## src/rtl/sdcsc_pkg.sv

```systemverilog
package sdcsc_pkg;

    // ========================================
    // Geometry and timing
    localparam int SDCSC_CLK_KHZ = 10000;
    localparam int SDCSC_NUM_BANKS = 4;
    localparam int SDCSC_BANK_W = 2;
    localparam int SDCSC_ADDR_W = 13;
    localparam int SDCSC_DATA_W = 16;
    localparam int SDCSC_MASK_W = 2;
    localparam int SDCSC_AUTO_CLOSE_BIT = 10;
    localparam int SDCSC_BURST_LENGTH = 4;
    localparam int SDCSC_BURST_CLKS = SDCSC_BURST_LENGTH / 2;
    localparam int SDCSC_MIN_GATE_HOLD_CLKS = 3;
    localparam int SDCSC_XSRD_CLKS = 200;
    localparam int SDCSC_XSNR_NS = 2000;
    localparam int SDCSC_XSNR_CLKS = (SDCSC_XSNR_NS * SDCSC_CLK_KHZ + 999999) / 1000000;
    localparam int SDCSC_SR_TICK_CLKS = 64;
    localparam int SDCSC_CNT_W = 8;
    localparam logic SDCSC_CKE_RESET = 1'b1;

    // ========================================
    // Pin encodings of {row, column, write} strobes
    localparam logic [2:0] SDCSC_RCW_MRS = 3'h0;
    localparam logic [2:0] SDCSC_RCW_REF = 3'h1;
    localparam logic [2:0] SDCSC_RCW_PRE = 3'h2;
    localparam logic [2:0] SDCSC_RCW_ACT = 3'h3;
    localparam logic [2:0] SDCSC_RCW_WRITE = 3'h4;
    localparam logic [2:0] SDCSC_RCW_READ = 3'h5;
    localparam logic [2:0] SDCSC_RCW_NOP = 3'h7;

    typedef enum logic [3:0] {
        CMD_NOP, CMD_ACT, CMD_PRE, CMD_READ, CMD_WRITE, CMD_REF, CMD_MRS,
        CMD_PD_ENTER, CMD_PD_EXIT, CMD_SR_ENTER, CMD_SR_EXIT, CMD_BAD
    } sdcsc_cmd_t;

    // ========================================
    // Command decode and legality with both gate samples high
    function automatic sdcsc_cmd_t sdcsc_decode(input logic cs_n, input logic [2:0] rcw);
        sdcsc_cmd_t c;
        c = CMD_BAD;
        if (cs_n) begin
            c = CMD_NOP;
        end else begin
            unique case (rcw)
                SDCSC_RCW_MRS: c = CMD_MRS;
                SDCSC_RCW_REF: c = CMD_REF;
                SDCSC_RCW_PRE: c = CMD_PRE;
                SDCSC_RCW_ACT: c = CMD_ACT;
                SDCSC_RCW_WRITE: c = CMD_WRITE;
                SDCSC_RCW_READ: c = CMD_READ;
                SDCSC_RCW_NOP: c = CMD_NOP;
                default: c = CMD_BAD;
            endcase
        end
        return c;
    endfunction : sdcsc_decode

    function automatic logic sdcsc_cmd_legal(input sdcsc_cmd_t c, input logic any_open,
                                             input logic in_read, input logic in_write);
        logic ok;
        ok = 1'b0;
        case (c)
            CMD_NOP: ok = 1'b1;
            CMD_ACT, CMD_REF, CMD_MRS: ok = !any_open && !in_read && !in_write;
            CMD_PRE: ok = !in_read && !in_write;
            CMD_READ: ok = any_open && !in_write;
            CMD_WRITE: ok = any_open && !in_read;
            default: ok = 1'b0;
        endcase
        return ok;
    endfunction : sdcsc_cmd_legal

endpackage : sdcsc_pkg

```

## src/rtl/sdcsc_if.sv

```systemverilog
`timescale 1ns/1ps
interface sdcsc_if;
    logic clock_gate_input;
    logic chip_select_n;
    logic row_strobe_n;
    logic column_strobe_n;
    logic write_enable_n;
    logic [1:0] group_select;
    logic [12:0] address;
    logic termination_enable;
    logic [15:0] data;
    logic data_strobe;
    logic [1:0] write_byte_mask;

    modport device_end (
        input clock_gate_input, chip_select_n, row_strobe_n, column_strobe_n,
        write_enable_n, group_select, address, termination_enable, data,
        data_strobe, write_byte_mask
    );
    modport ctrl_end (
        output clock_gate_input, chip_select_n, row_strobe_n, column_strobe_n,
        write_enable_n, group_select, address, termination_enable, data,
        data_strobe, write_byte_mask
    );
endinterface : sdcsc_if

```

## src/rtl/sdcsc_ctrl.sv

```systemverilog
`timescale 1ns/1ps
module sdcsc_ctrl import sdcsc_pkg::*; #(
    parameter int BURST_CLKS = SDCSC_BURST_CLKS,
    parameter int XSNR_CLKS = SDCSC_XSNR_CLKS,
    parameter int XSRD_CLKS = SDCSC_XSRD_CLKS
) (
    input wire logic ref_clk,
    input wire logic nrst,
    sdcsc_if.ctrl_end pins,
    input wire logic req_valid,
    input sdcsc_cmd_t req_cmd,
    input wire logic [SDCSC_BANK_W-1:0] req_bank,
    input wire logic [SDCSC_ADDR_W-1:0] req_addr,
    input wire logic [2*SDCSC_DATA_W-1:0] req_wdata,
    input wire logic [2*SDCSC_MASK_W-1:0] req_wmask,
    input wire logic odt_level,
    input wire logic calib_active,
    output logic req_ready,
    output logic req_done,
    output logic req_error,
    output logic low_power
);

    // ========================================
    // State
    logic cke_reg, cke_next;
    logic sr_reg, sr_next;
    logic [2:0] rcw_reg, rcw_next;
    logic cs_n_reg, cs_n_next;
    logic [SDCSC_BANK_W-1:0] bank_reg, bank_next;
    logic [SDCSC_ADDR_W-1:0] addr_reg, addr_next;
    logic odt_reg, odt_next;
    logic dqs_reg, dqs_next;
    logic [SDCSC_DATA_W-1:0] dq_reg, dq_next;
    logic [SDCSC_MASK_W-1:0] dm_reg, dm_next;
    logic [2*SDCSC_DATA_W-1:0] wbuf_reg, wbuf_next;
    logic [2*SDCSC_MASK_W-1:0] mbuf_reg, mbuf_next;
    logic wdir_reg, wdir_next;
    logic [SDCSC_CNT_W-1:0] beat_reg, beat_next;
    logic [SDCSC_CNT_W-1:0] hold_reg, hold_next;
    logic [SDCSC_CNT_W-1:0] xsnr_reg, xsnr_next;
    logic [SDCSC_CNT_W-1:0] xsrd_reg, xsrd_next;
    logic [SDCSC_NUM_BANKS-1:0] open_reg, open_next;
    logic ready_reg, ready_next;
    logic done_reg, done_next;
    logic err_reg, err_next;
    logic lp_reg, lp_next;
    logic take;
    logic ok;

    // ========================================
    // Next state
    always_comb begin
        cke_next = cke_reg;
        sr_next = sr_reg;
        rcw_next = SDCSC_RCW_NOP;
        cs_n_next = 1'b0;
        bank_next = bank_reg;
        addr_next = addr_reg;
        odt_next = odt_level;
        dqs_next = 1'b0;
        dq_next = '0;
        dm_next = '1;
        wbuf_next = wbuf_reg;
        mbuf_next = mbuf_reg;
        wdir_next = wdir_reg;
        beat_next = beat_reg;
        hold_next = (hold_reg != '0) ? hold_reg - 1'b1 : '0;
        xsnr_next = (xsnr_reg != '0) ? xsnr_reg - 1'b1 : '0;
        xsrd_next = (xsrd_reg != '0) ? xsrd_reg - 1'b1 : '0;
        open_next = open_reg;
        done_next = 1'b0;
        err_next = 1'b0;
        take = req_valid && ready_reg;
        ok = 1'b0;

        if (beat_reg != '0) begin
            beat_next = beat_reg - 1'b1;
            if (wdir_reg) begin
                dqs_next = 1'b1;
                dq_next = wbuf_reg[SDCSC_DATA_W-1:0];
                dm_next = mbuf_reg[SDCSC_MASK_W-1:0];
                wbuf_next = wbuf_reg >> SDCSC_DATA_W;
                mbuf_next = mbuf_reg >> SDCSC_MASK_W;
            end
        end

        if (take) begin
            if (!cke_reg) begin
                ok = (req_cmd == (sr_reg ? CMD_SR_EXIT : CMD_PD_EXIT));
                if (ok) begin
                    cke_next = 1'b1;
                    sr_next = 1'b0;
                    if (sr_reg) begin
                        xsnr_next = SDCSC_CNT_W'(XSNR_CLKS);
                        xsrd_next = SDCSC_CNT_W'(XSRD_CLKS);
                    end
                end
            end else if (req_cmd == CMD_PD_ENTER || req_cmd == CMD_SR_ENTER) begin
                ok = !calib_active && (req_cmd == CMD_PD_ENTER || open_reg == '0);
                if (ok) begin
                    cke_next = 1'b0;
                    sr_next = (req_cmd == CMD_SR_ENTER);
                    if (req_cmd == CMD_SR_ENTER) begin
                        rcw_next = SDCSC_RCW_REF;
                    end
                end
            end else begin
                ok = sdcsc_cmd_legal(req_cmd, |open_reg, 1'b0, 1'b0) &&
                     !(req_cmd == CMD_READ && xsrd_reg != '0);
                if (ok) begin
                    bank_next = req_bank;
                    addr_next = req_addr;
                    case (req_cmd)
                        CMD_ACT: begin
                            rcw_next = SDCSC_RCW_ACT;
                            open_next[req_bank] = 1'b1;
                        end
                        CMD_PRE: begin
                            rcw_next = SDCSC_RCW_PRE;
                            if (req_addr[SDCSC_AUTO_CLOSE_BIT]) begin
                                open_next = '0;
                            end else begin
                                open_next[req_bank] = 1'b0;
                            end
                        end
                        CMD_READ, CMD_WRITE: begin
                            rcw_next = (req_cmd == CMD_READ) ? SDCSC_RCW_READ : SDCSC_RCW_WRITE;
                            wdir_next = (req_cmd == CMD_WRITE);
                            beat_next = SDCSC_CNT_W'(BURST_CLKS);
                            wbuf_next = req_wdata;
                            mbuf_next = req_wmask;
                            if (req_addr[SDCSC_AUTO_CLOSE_BIT]) begin
                                open_next[req_bank] = 1'b0;
                            end
                        end
                        CMD_REF: rcw_next = SDCSC_RCW_REF;
                        CMD_MRS: rcw_next = SDCSC_RCW_MRS;
                        default: rcw_next = SDCSC_RCW_NOP;
                    endcase
                end
            end
            done_next = ok;
            err_next = !ok;
            if (cke_next != cke_reg) begin
                hold_next = SDCSC_CNT_W'(SDCSC_MIN_GATE_HOLD_CLKS - 1);
            end
        end
        // Busy burst, gate hold or exit delay blocks the next request
        ready_next = (beat_next == '0) && (hold_next == '0) && (xsnr_next == '0);
        lp_next = !cke_next;
    end

    // ========================================
    // Registers
    always_ff @(posedge ref_clk) begin
        if (!nrst) begin
            cke_reg <= SDCSC_CKE_RESET;
            sr_reg <= 1'b0;
            rcw_reg <= SDCSC_RCW_NOP;
            cs_n_reg <= 1'b1;
            bank_reg <= '0;
            addr_reg <= '0;
            odt_reg <= 1'b0;
            dqs_reg <= 1'b0;
            dq_reg <= '0;
            dm_reg <= '1;
            wbuf_reg <= '0;
            mbuf_reg <= '1;
            wdir_reg <= 1'b0;
            beat_reg <= '0;
            hold_reg <= '0;
            xsnr_reg <= '0;
            xsrd_reg <= '0;
            open_reg <= '0;
            ready_reg <= 1'b0;
            done_reg <= 1'b0;
            err_reg <= 1'b0;
            lp_reg <= !SDCSC_CKE_RESET;
        end else begin
            cke_reg <= cke_next;
            sr_reg <= sr_next;
            rcw_reg <= rcw_next;
            cs_n_reg <= cs_n_next;
            bank_reg <= bank_next;
            addr_reg <= addr_next;
            odt_reg <= odt_next;
            dqs_reg <= dqs_next;
            dq_reg <= dq_next;
            dm_reg <= dm_next;
            wbuf_reg <= wbuf_next;
            mbuf_reg <= mbuf_next;
            wdir_reg <= wdir_next;
            beat_reg <= beat_next;
            hold_reg <= hold_next;
            xsnr_reg <= xsnr_next;
            xsrd_reg <= xsrd_next;
            open_reg <= open_next;
            ready_reg <= ready_next;
            done_reg <= done_next;
            err_reg <= err_next;
            lp_reg <= lp_next;
        end
    end

    assign pins.clock_gate_input = cke_reg;
    assign pins.chip_select_n = cs_n_reg;
    assign pins.row_strobe_n = rcw_reg[2];
    assign pins.column_strobe_n = rcw_reg[1];
    assign pins.write_enable_n = rcw_reg[0];
    assign pins.group_select = bank_reg;
    assign pins.address = addr_reg;
    assign pins.termination_enable = odt_reg;
    assign pins.data = dq_reg;
    assign pins.data_strobe = dqs_reg;
    assign pins.write_byte_mask = dm_reg;
    assign req_ready = ready_reg;
    assign req_done = done_reg;
    assign req_error = err_reg;
    assign low_power = lp_reg;

endmodule : sdcsc_ctrl

```

## src/flat_wrapper.sv

```systemverilog
// flat-port wrapper written by rule: the top's interface ports become plain ports
module sdcsc_ctrl_flat import sdcsc_pkg::*;
#(
    parameter int BURST_CLKS = SDCSC_BURST_CLKS,
    parameter int XSNR_CLKS = SDCSC_XSNR_CLKS,
    parameter int XSRD_CLKS = SDCSC_XSRD_CLKS
)
  (ref_clk, nrst, req_valid, req_cmd, req_bank, req_addr, req_wdata, req_wmask, odt_level, calib_active, req_ready, req_done, req_error, low_power, pins_clock_gate_input, pins_chip_select_n, pins_row_strobe_n, pins_column_strobe_n, pins_write_enable_n, pins_group_select, pins_address, pins_termination_enable, pins_data, pins_data_strobe, pins_write_byte_mask);
  sdcsc_if pins_i ();
  input wire logic ref_clk;
  input wire logic nrst;
  input wire logic req_valid;
  input sdcsc_cmd_t req_cmd;
  input wire logic [SDCSC_BANK_W-1:0] req_bank;
  input wire logic [SDCSC_ADDR_W-1:0] req_addr;
  input wire logic [2*SDCSC_DATA_W-1:0] req_wdata;
  input wire logic [2*SDCSC_MASK_W-1:0] req_wmask;
  input wire logic odt_level;
  input wire logic calib_active;
  output logic req_ready;
  output logic req_done;
  output logic req_error;
  output logic low_power;
  output wire logic [$bits(pins_i.clock_gate_input)-1:0] pins_clock_gate_input;
  output wire logic [$bits(pins_i.chip_select_n)-1:0] pins_chip_select_n;
  output wire logic [$bits(pins_i.row_strobe_n)-1:0] pins_row_strobe_n;
  output wire logic [$bits(pins_i.column_strobe_n)-1:0] pins_column_strobe_n;
  output wire logic [$bits(pins_i.write_enable_n)-1:0] pins_write_enable_n;
  output wire logic [$bits(pins_i.group_select)-1:0] pins_group_select;
  output wire logic [$bits(pins_i.address)-1:0] pins_address;
  output wire logic [$bits(pins_i.termination_enable)-1:0] pins_termination_enable;
  output wire logic [$bits(pins_i.data)-1:0] pins_data;
  output wire logic [$bits(pins_i.data_strobe)-1:0] pins_data_strobe;
  output wire logic [$bits(pins_i.write_byte_mask)-1:0] pins_write_byte_mask;
  assign pins_clock_gate_input = pins_i.clock_gate_input;
  assign pins_chip_select_n = pins_i.chip_select_n;
  assign pins_row_strobe_n = pins_i.row_strobe_n;
  assign pins_column_strobe_n = pins_i.column_strobe_n;
  assign pins_write_enable_n = pins_i.write_enable_n;
  assign pins_group_select = pins_i.group_select;
  assign pins_address = pins_i.address;
  assign pins_termination_enable = pins_i.termination_enable;
  assign pins_data = pins_i.data;
  assign pins_data_strobe = pins_i.data_strobe;
  assign pins_write_byte_mask = pins_i.write_byte_mask;
  sdcsc_ctrl #(.BURST_CLKS(BURST_CLKS), .XSNR_CLKS(XSNR_CLKS), .XSRD_CLKS(XSRD_CLKS)) u_core (.ref_clk(ref_clk), .nrst(nrst), .pins(pins_i), .req_valid(req_valid), .req_cmd(req_cmd), .req_bank(req_bank), .req_addr(req_addr), .req_wdata(req_wdata), .req_wmask(req_wmask), .odt_level(odt_level), .calib_active(calib_active), .req_ready(req_ready), .req_done(req_done), .req_error(req_error), .low_power(low_power));
endmodule
```

## config.mk

```make
export PLATFORM = sky130hd
export DESIGN_NAME = sdcsc_ctrl_flat
export DESIGN_NICKNAME = d
export VERILOG_FILES = /design/src/rtl/sdcsc_pkg.sv /design/src/rtl/sdcsc_if.sv /design/src/rtl/sdcsc_ctrl.sv /design/src/flat_wrapper.sv
export SDC_FILE = /design/constraint.sdc
export NUM_CORES = 1
export LEC_CHECK = 0
export BUFFER_PORTS_ARGS = -buffer_cell sky130_fd_sc_hd__buf_2
export CELL_PAD_IN_SITES_DETAIL_PLACEMENT = 1
export CELL_PAD_IN_SITES_GLOBAL_PLACEMENT = 1
export CORE_MARGIN = 2
export CORE_UTILIZATION = 43
export CTS_BUF_LIST = sky130_fd_sc_hd__clkbuf_8 sky130_fd_sc_hd__clkbuf_16
export DETAILED_ROUTE_END_ITERATION = 8
export PLACE_DENSITY_LB_ADDON = 0.1
export SYNTH_ARGS = -nofsm -noshare
export SYNTH_HDL_FRONTEND = slang
export SYNTH_SLANG_ARGS = --single-unit
export TNS_END_PERCENT = 20
```

## constraint.sdc

```tcl
create_clock -name ref_clk -period 6.5 [get_ports ref_clk]
set_input_delay 0.65 -clock ref_clk [delete_from_list [all_inputs] [get_ports ref_clk]]
set_output_delay 0.65 -clock ref_clk [all_outputs]
set_load 0.03 [all_outputs]
```

==> results of run 1 <==
==> cell usage after synthesis, drive strengths merged, types with 3 or more instances <==
master,count
and2,6
nand4,3
a31oi,19
ha,6
nor4b,3
mux2i,3
a211oi,3
xor2,6
or4,5
nor4,10
inv,13
o31ai,7
nand3,43
and3,18
xnor2,11
nor3,9
or3,6
dfxtp,118
buf,11
nand2b,7
o21ai,48
clkbuf,28
nor2,55
nor2b,5
a21oi,36
a32oi,3
nand2,95
==> power by group through the flow <==
stage               logic [mW]  registers (mW)  clock network, mW
floorplan                0.428           0.874                  0
CTS                      0.574           0.882              0.918
detailed placement       0.552           0.895                  0
global route             0.654           0.896              0.954
global placement         0.524           0.890                  0
finish                   0.568           0.884              0.903
==> path summary, 6_finish.rpt <==
path / to / slack (ns)
worst max-delay path: u_core.beat_reg[3] / 3.08
worst min-delay path: u_core.pins.write_byte_mask[0] / 0.44
worst max register to register: u_core.beat_reg[3] / 3.08
worst min register to register: u_core.pins.write_byte_mask[0] / 0.44
==> cells in the final DEF, fill, tap and decap left out, drive strengths merged, types with 7 or more instances in the layout <==
master / n
nor2: 55
buf: 108
dfxtp: 118
clkbuf: 18
nand3: 43
a21oi: 36
a31oi: 19
nand2b: 7
xnor2: 11
o21ai: 48
o31ai: 7
nor4: 10
inv: 16
and3: 18
nor3: 9
nand2: 95
==> layout make-up <==
cell class                 instances  area (µm²)  share of cell area (%)
tap                              140         175                    2.90
clock buffer                      18         439                    7.28
inverter                          14        52.6                   0.871
multi-input combinational        426        2310                    38.4
clock inverter                    14         135                    2.24
timing repair buffer             108         553                    9.17
sequential                       118        2360                    39.2
==> worst max-delay path, stage by stage (launching register included) <==
cell	delay [ns]
dfxtp_1	0.36
inv_1	0.07
ha_1	0.24
nor4b_1	0.19
a2111oi_0	0.90
nor4_4	0.10
buf_4	0.28
nand2_2	0.74
nand3_1	0.28
nor2_1	0.18
==> kinds of logic after synthesis <==
| group | after synthesis | share of synthesized area (%) |
|---|---|---|
| mux | 4 | 0.922 |
| compound gates | 124 | 14.4 |
| flops | 118 | 48.3 |
| fa+ha+maj | 6 | 1.54 |
| buf+inv | 53 | 4.43 |
| simple gates | 275 | 27.3 |
| xor+xnor | 17 | 3.05 |
==> routing by layer <==
metal | track usage [%] | vias to the layer above | routed length (µm)
met2 | 36.3 | 86 | 6270
li1 | - | 2254 | -
met5 | 0 | - | 0
met3 | 5.87 | 15 | 473
met4 | 7.00 | 0 | 165
met1 | 28.5 | 2179 | 6420
==> metrics.md, run 1 <==
| Metric | Value |
|---|---|
| Fillcell total | 1,352 |
| Die Span X | 111 µm |
| Nets | 751 |
| Reg-to-Reg Start | u_core.xsrd_reg[0] |
| Final Util | 54.9% |
| # diodes | 0 |
| Die area | 12,200 µm² |
| Power per cell area | 390 nW/µm² |
| Htree depth | 4 |
| Synth warn | 0 |
| Clk slew on worst S/H paths | 0.05 ns |
| Top-area cell type share of the netlist area | 48.3% |
| CP startpoint | u_core.xsrd_reg[0] |
| Syn nets | 663 |
| Crit share post-route | 52.6% |
| HPWL Detailed | 8800 µm |
| CTS sink cnt | 118 |
| Hold_ws | 0.441 ns |
| Syn Std Cell Area | 4890 µm² |
| Worst hold path startpoint | u_core.mbuf_reg[0] |
| CP Launch Type | register |
| Top post-synthesis cells by area | dfxtp_1 48%, nand2_1 7.2%, o21ai_0 4.7% |
| Synth cell types | 50 |
| Critical Path AT | 3.76 ns |
| Post-route setup TNS | 0 ns |
| R2R cell count | 9 |
| Net Switching | 748 µW |
| First-pass GRT wire length | 22,100 µm |
| DRT antenna net count | 0 |
| Vias in the first global route | 4,530 |
| DRT Pass-1 Iters | 4 |
| Fmax | 293 MHz |
| CTS buffer count | 17 |
| Initial antenna violation count | 0 |
| Root Driver | clkbuf_16 |
| Max reg flops | 32 |
| Clock Path Buffers | 2 |
| HP Class | register to register |
| Comb pwr share | 24.1% |
| CORE AREA | 11,000 µm² |
| Seq cells post-synth | 118 |
| Buffers on Ports | 103 |
| Main synth FF type | dfxtp_1 |
| Clock Latency Late Sink | 0.41 ns |
| Initial Util | 44.5% |
| Crit path required time | 6.84 ns |
| Overall power | 2.35 mW |
| Sequential power share | 37.5% |
| Clk_skew | 0.00559 ns |
| Max IR drop VDD | 0.000264 V |
| Mean Syn Cell Area | 8.19 µm² |
| Total GRT Usage | 22.2% |
| Leakage | 2.53 nW |
| # DRC | 0 |
| Cell total after placement | 806 |
| Synth Instances | 597 |
| Die Ht | 111 µm |
| Synth area leader | dfxtp_1 |
| Setup Viol. Count Final | 0 |
| Post-synth ARST share | 0% |
| Max-capacitance violation count | 0 |
| Worst-Margin Slew | 1.14 ns |
| Total length of routed wires | 13,300 µm |
| Hold buffers post-CTS | 0 |
| CP Capture Type | register |
| Hold Path Depth | 1 |
| Final hold viol count | 0 |
| EDFF count, synth | 0 |
| Clk pwr share | 38.3% |
| Minimum clock period | 3.42 ns |
| Cts repair resizes | 0 |
| 1st-iter DRT viols | 279 |
| Sw Ratio | 31.8% |
| Gr ovfl total | 0 |
| Post-Place Setup Slack | 3.03 ns |
| Sequential fraction of the synthesis area | 48.3% |
| Routed vias/inst | 5.41 |
| Vias post-DR | 4,534 |
| Outcome | completed |
| RD Place Congestion | 0.809 |
| Area of placed instances | 5460 µm² |
| Final worst slack | 3.08 ns |
| Largest net degree at the start of global routing | 75 |
| Placement row count | 38 |
| Share of cells above drive strength 1 | 20.6% |
| Area growth, synth to finish | 23.4% |
| I/O pins | 104 |
| RSZ-0062 raised after global routing | false |
| Postcts setup bufs | 0 |
| Non-filler cells, final | 838 |
| Drt wl/cell | 15.9 µm |
| Design Area, Final | 6030 µm² |
| Max-slew violations | 0 |
| Slew HR | 23.9% |
| Worst Path Class, Setup | register to register |
| CTS tree | yes |
| CP max FO | 58 |
| P_int | 1.61 mW |
(Power assumes the default switching activity.)
==> run 2, diff against run 1 <==
--- a/config.mk
+++ b/config.mk
@@ -9,7 +9,7 @@
 export CELL_PAD_IN_SITES_DETAIL_PLACEMENT = 1
 export CELL_PAD_IN_SITES_GLOBAL_PLACEMENT = 1
 export CORE_MARGIN = 2
-export CORE_UTILIZATION = 43
+export CORE_UTILIZATION = 36
 export CTS_BUF_LIST = sky130_fd_sc_hd__clkbuf_8 sky130_fd_sc_hd__clkbuf_16
 export DETAILED_ROUTE_END_ITERATION = 8
 export PLACE_DENSITY_LB_ADDON = 0.1
==> constraint.sdc (replaced) <==
create_clock -name ref_clk -period 2.9 [get_ports ref_clk]
set_input_delay 0.29 -clock ref_clk [delete_from_list [all_inputs] [get_ports ref_clk]]
set_output_delay 0.29 -clock ref_clk [all_outputs]
set_load 0.03 [all_outputs]
==> run 2 against run 1 <==
Global-route usage shrank 3.4 points. Fmax grew 29%. Via count shrank 0.93%. Sequential power grew 120%. Worst hold slack lost 0.34 ns. Design area grew 2.9%.
==> metrics.md, run 2 (same netlist as run 1, synthesis figures left out) <==
| Metric | Value |
|---|---|
| Outcome | completed |
| Setup Viol. Count Final | 0 |
| Global Route met3 Usage | 6.08% |
| Total length of routed wires | 13,200 µm |
| Vias post-DR | 4,492 |
| Fillcell total | 1,628 |
| Post-route setup TNS | 0 ns |
| CTS sink cnt | 118 |
| Power per cell area | 871 nW/µm² |
| Buffers on Ports | 103 |
| Share of cells above drive strength 1 | 21.3% |
| RD Place Congestion | 0.835 |
| Htree depth | 4 |
| Final hold viol count | 0 |
| Leakage | 2.60 nW |
| Worst Path Class, Setup | register to register |
| Clock Latency Late Sink | 0.41 ns |
| Worst-Margin Slew | 0.750 ns |
| R2R Setup Slk | 0.26 ns |
| Die Ht | 121 µm |
| Commonest non-fill, non-tap cell in the layout | dfxtp_1 |
| I/O pins | 104 |
| Reg-to-Reg Start | u_core.open_reg[3] |
| Crit path required time | 3.17 ns |
| Crit share post-route | 91.1% |
| Cell total after placement | 848 |
| Clk_skew | 0.00890 ns |
| Drt wl/cell | 15.0 µm |
| Worst hold path startpoint | odt_level |
| RSZ-0062 raised after global routing | false |
| Vias in the first global route | 4,379 |
| Clock Path Buffers | 2 |
| Postcts setup bufs | 0 |
| Grt met2 use | 28.8% |
| HP Class | input pin to register |
| Area of placed instances | 5570 µm² |
| Hold_ws | 0.0979 ns |
| # DRC | 0 |
| HPWL Detailed | 9220 µm |
| Gr ovfl total | 0 |
| 1st-iter DRT viols | 277 |
| DRT antenna net count | 0 |
| CP max FO | 58 |
| Hold buffers post-CTS | 0 |
| Cts repair resizes | 0 |
| Final Util | 46.9% |
| Nets | 757 |
| Initial antenna violation count | 2 |
| Placement row count | 42 |
| Design Area, Final | 6210 µm² |
| Minimum clock period | 2.64 ns |
| CTS tree | yes |
| Fmax | 378 MHz |
| Top Usage Layer GRT | met2 |
| CP Launch Type | register |
| DRT Pass-1 Iters | 4 |
| CP Capture Type | register |
| Total GRT Usage | 18.7% |
| Non-filler cells, final | 882 |
| First-pass GRT wire length | 21,900 µm |
| Max reg flops | 32 |
| CTS buffer count | 17 |
| CORE AREA | 13,200 µm² |
| Initial Util | 36.9% |
| Max IR drop VDD | 0.000418 V |
| Area growth, synth to finish | 27.0% |
| Die Span X | 121 µm |
| Slew HR | 49.9% |
| Die area | 14,500 µm² |
| Max-capacitance violation count | 0 |
| Worst Hold Path EP | u_core.pins.termination_enable |
| Most frequent cells in the layout | 118 x dfxtp_1, 103 x buf_2, 94 x nand2_1 |
| RR Endpoint | u_core.wbuf_reg[5] |
| Largest net degree at the start of global routing | 70 |
| Met1 usage | 25.4% |
| Clk slew on worst S/H paths | 0.05 ns |
| Root Driver | clkbuf_16 |
| Critical Path AT | 2.91 ns |
| R2R cell count | 7 |
| Hold Path Depth | 2 |
| Max-slew violations | 0 |
| Routed vias/inst | 5.09 |
## run 2: area by class of cell
class	instances	area [µm²]	share of cell area, %
Clock buffer	19	453	7.30
Inverter	14	52.6	0.847
Clock inverter	13	180	2.90
Sequential cell	118	2360	38.1
Multi-Input combinational cell	426	2310	37.2
Timing Repair Buffer	114	623	10.0
Antenna cell	2	5.00	0.0806
Tap cell	176	220	3.55
## run 2: layer usage
layer | part of all wire [%] | up-vias
met2 | 45 | 81
li1 | - | 2277
met3 | 5.3 | 4
met5 | 0 | -
met1 | 49 | 2130
met4 | 0.48 | 0
## run 2: worst max-delay path by stage
stage / slack (ns) / endpoint / cells past startpoint / from
finish: 0.26 / u_core.wbuf_reg[5] / 7 / u_core.open_reg[3]
global route: 0.09 / u_core.wbuf_reg[5] / 9 / u_core.xsrd_reg[0]
CTS: 0.16 / u_core.wbuf_reg[5] / 9 / u_core.xsrd_reg[0]
detailed placement: 0.25 / u_core.beat_reg[2] / 9 / u_core.xsrd_reg[0]
global placement: 0.33 / u_core.req_ready / 9 / u_core.xsrd_reg[0]
floorplan: 0.45 / u_core.mbuf_reg[2] / 9 / u_core.xsrd_reg[0]
## run 2: per-stage QoR
stage	power [mW]	setup WS, ns
global route	5.77	0.0946
floorplan	2.92	0.454
detailed placement	3.23	0.248
finish	5.41	0.258
CTS	5.48	0.162
global placement	3.18	0.330
## run 2: worst max-delay path, stage by stage (launching register included)
cell and delay (ns):
dfxtp_1 0.32, or4_1 0.70, mux2_4 0.39, nor4_4 0.43, nand2_2 0.12, buf_12 0.21, o21ai_0 0.24, a31oi_1 0.09
## run 2: power by group
part,total [mW],switching [mW],internal (mW)
Sequential,1.97,0.184,1.79
Combinational,1.23,0.691,0.534
Clock,2.21,0.732,1.48
Total,5.41,1.61,3.80
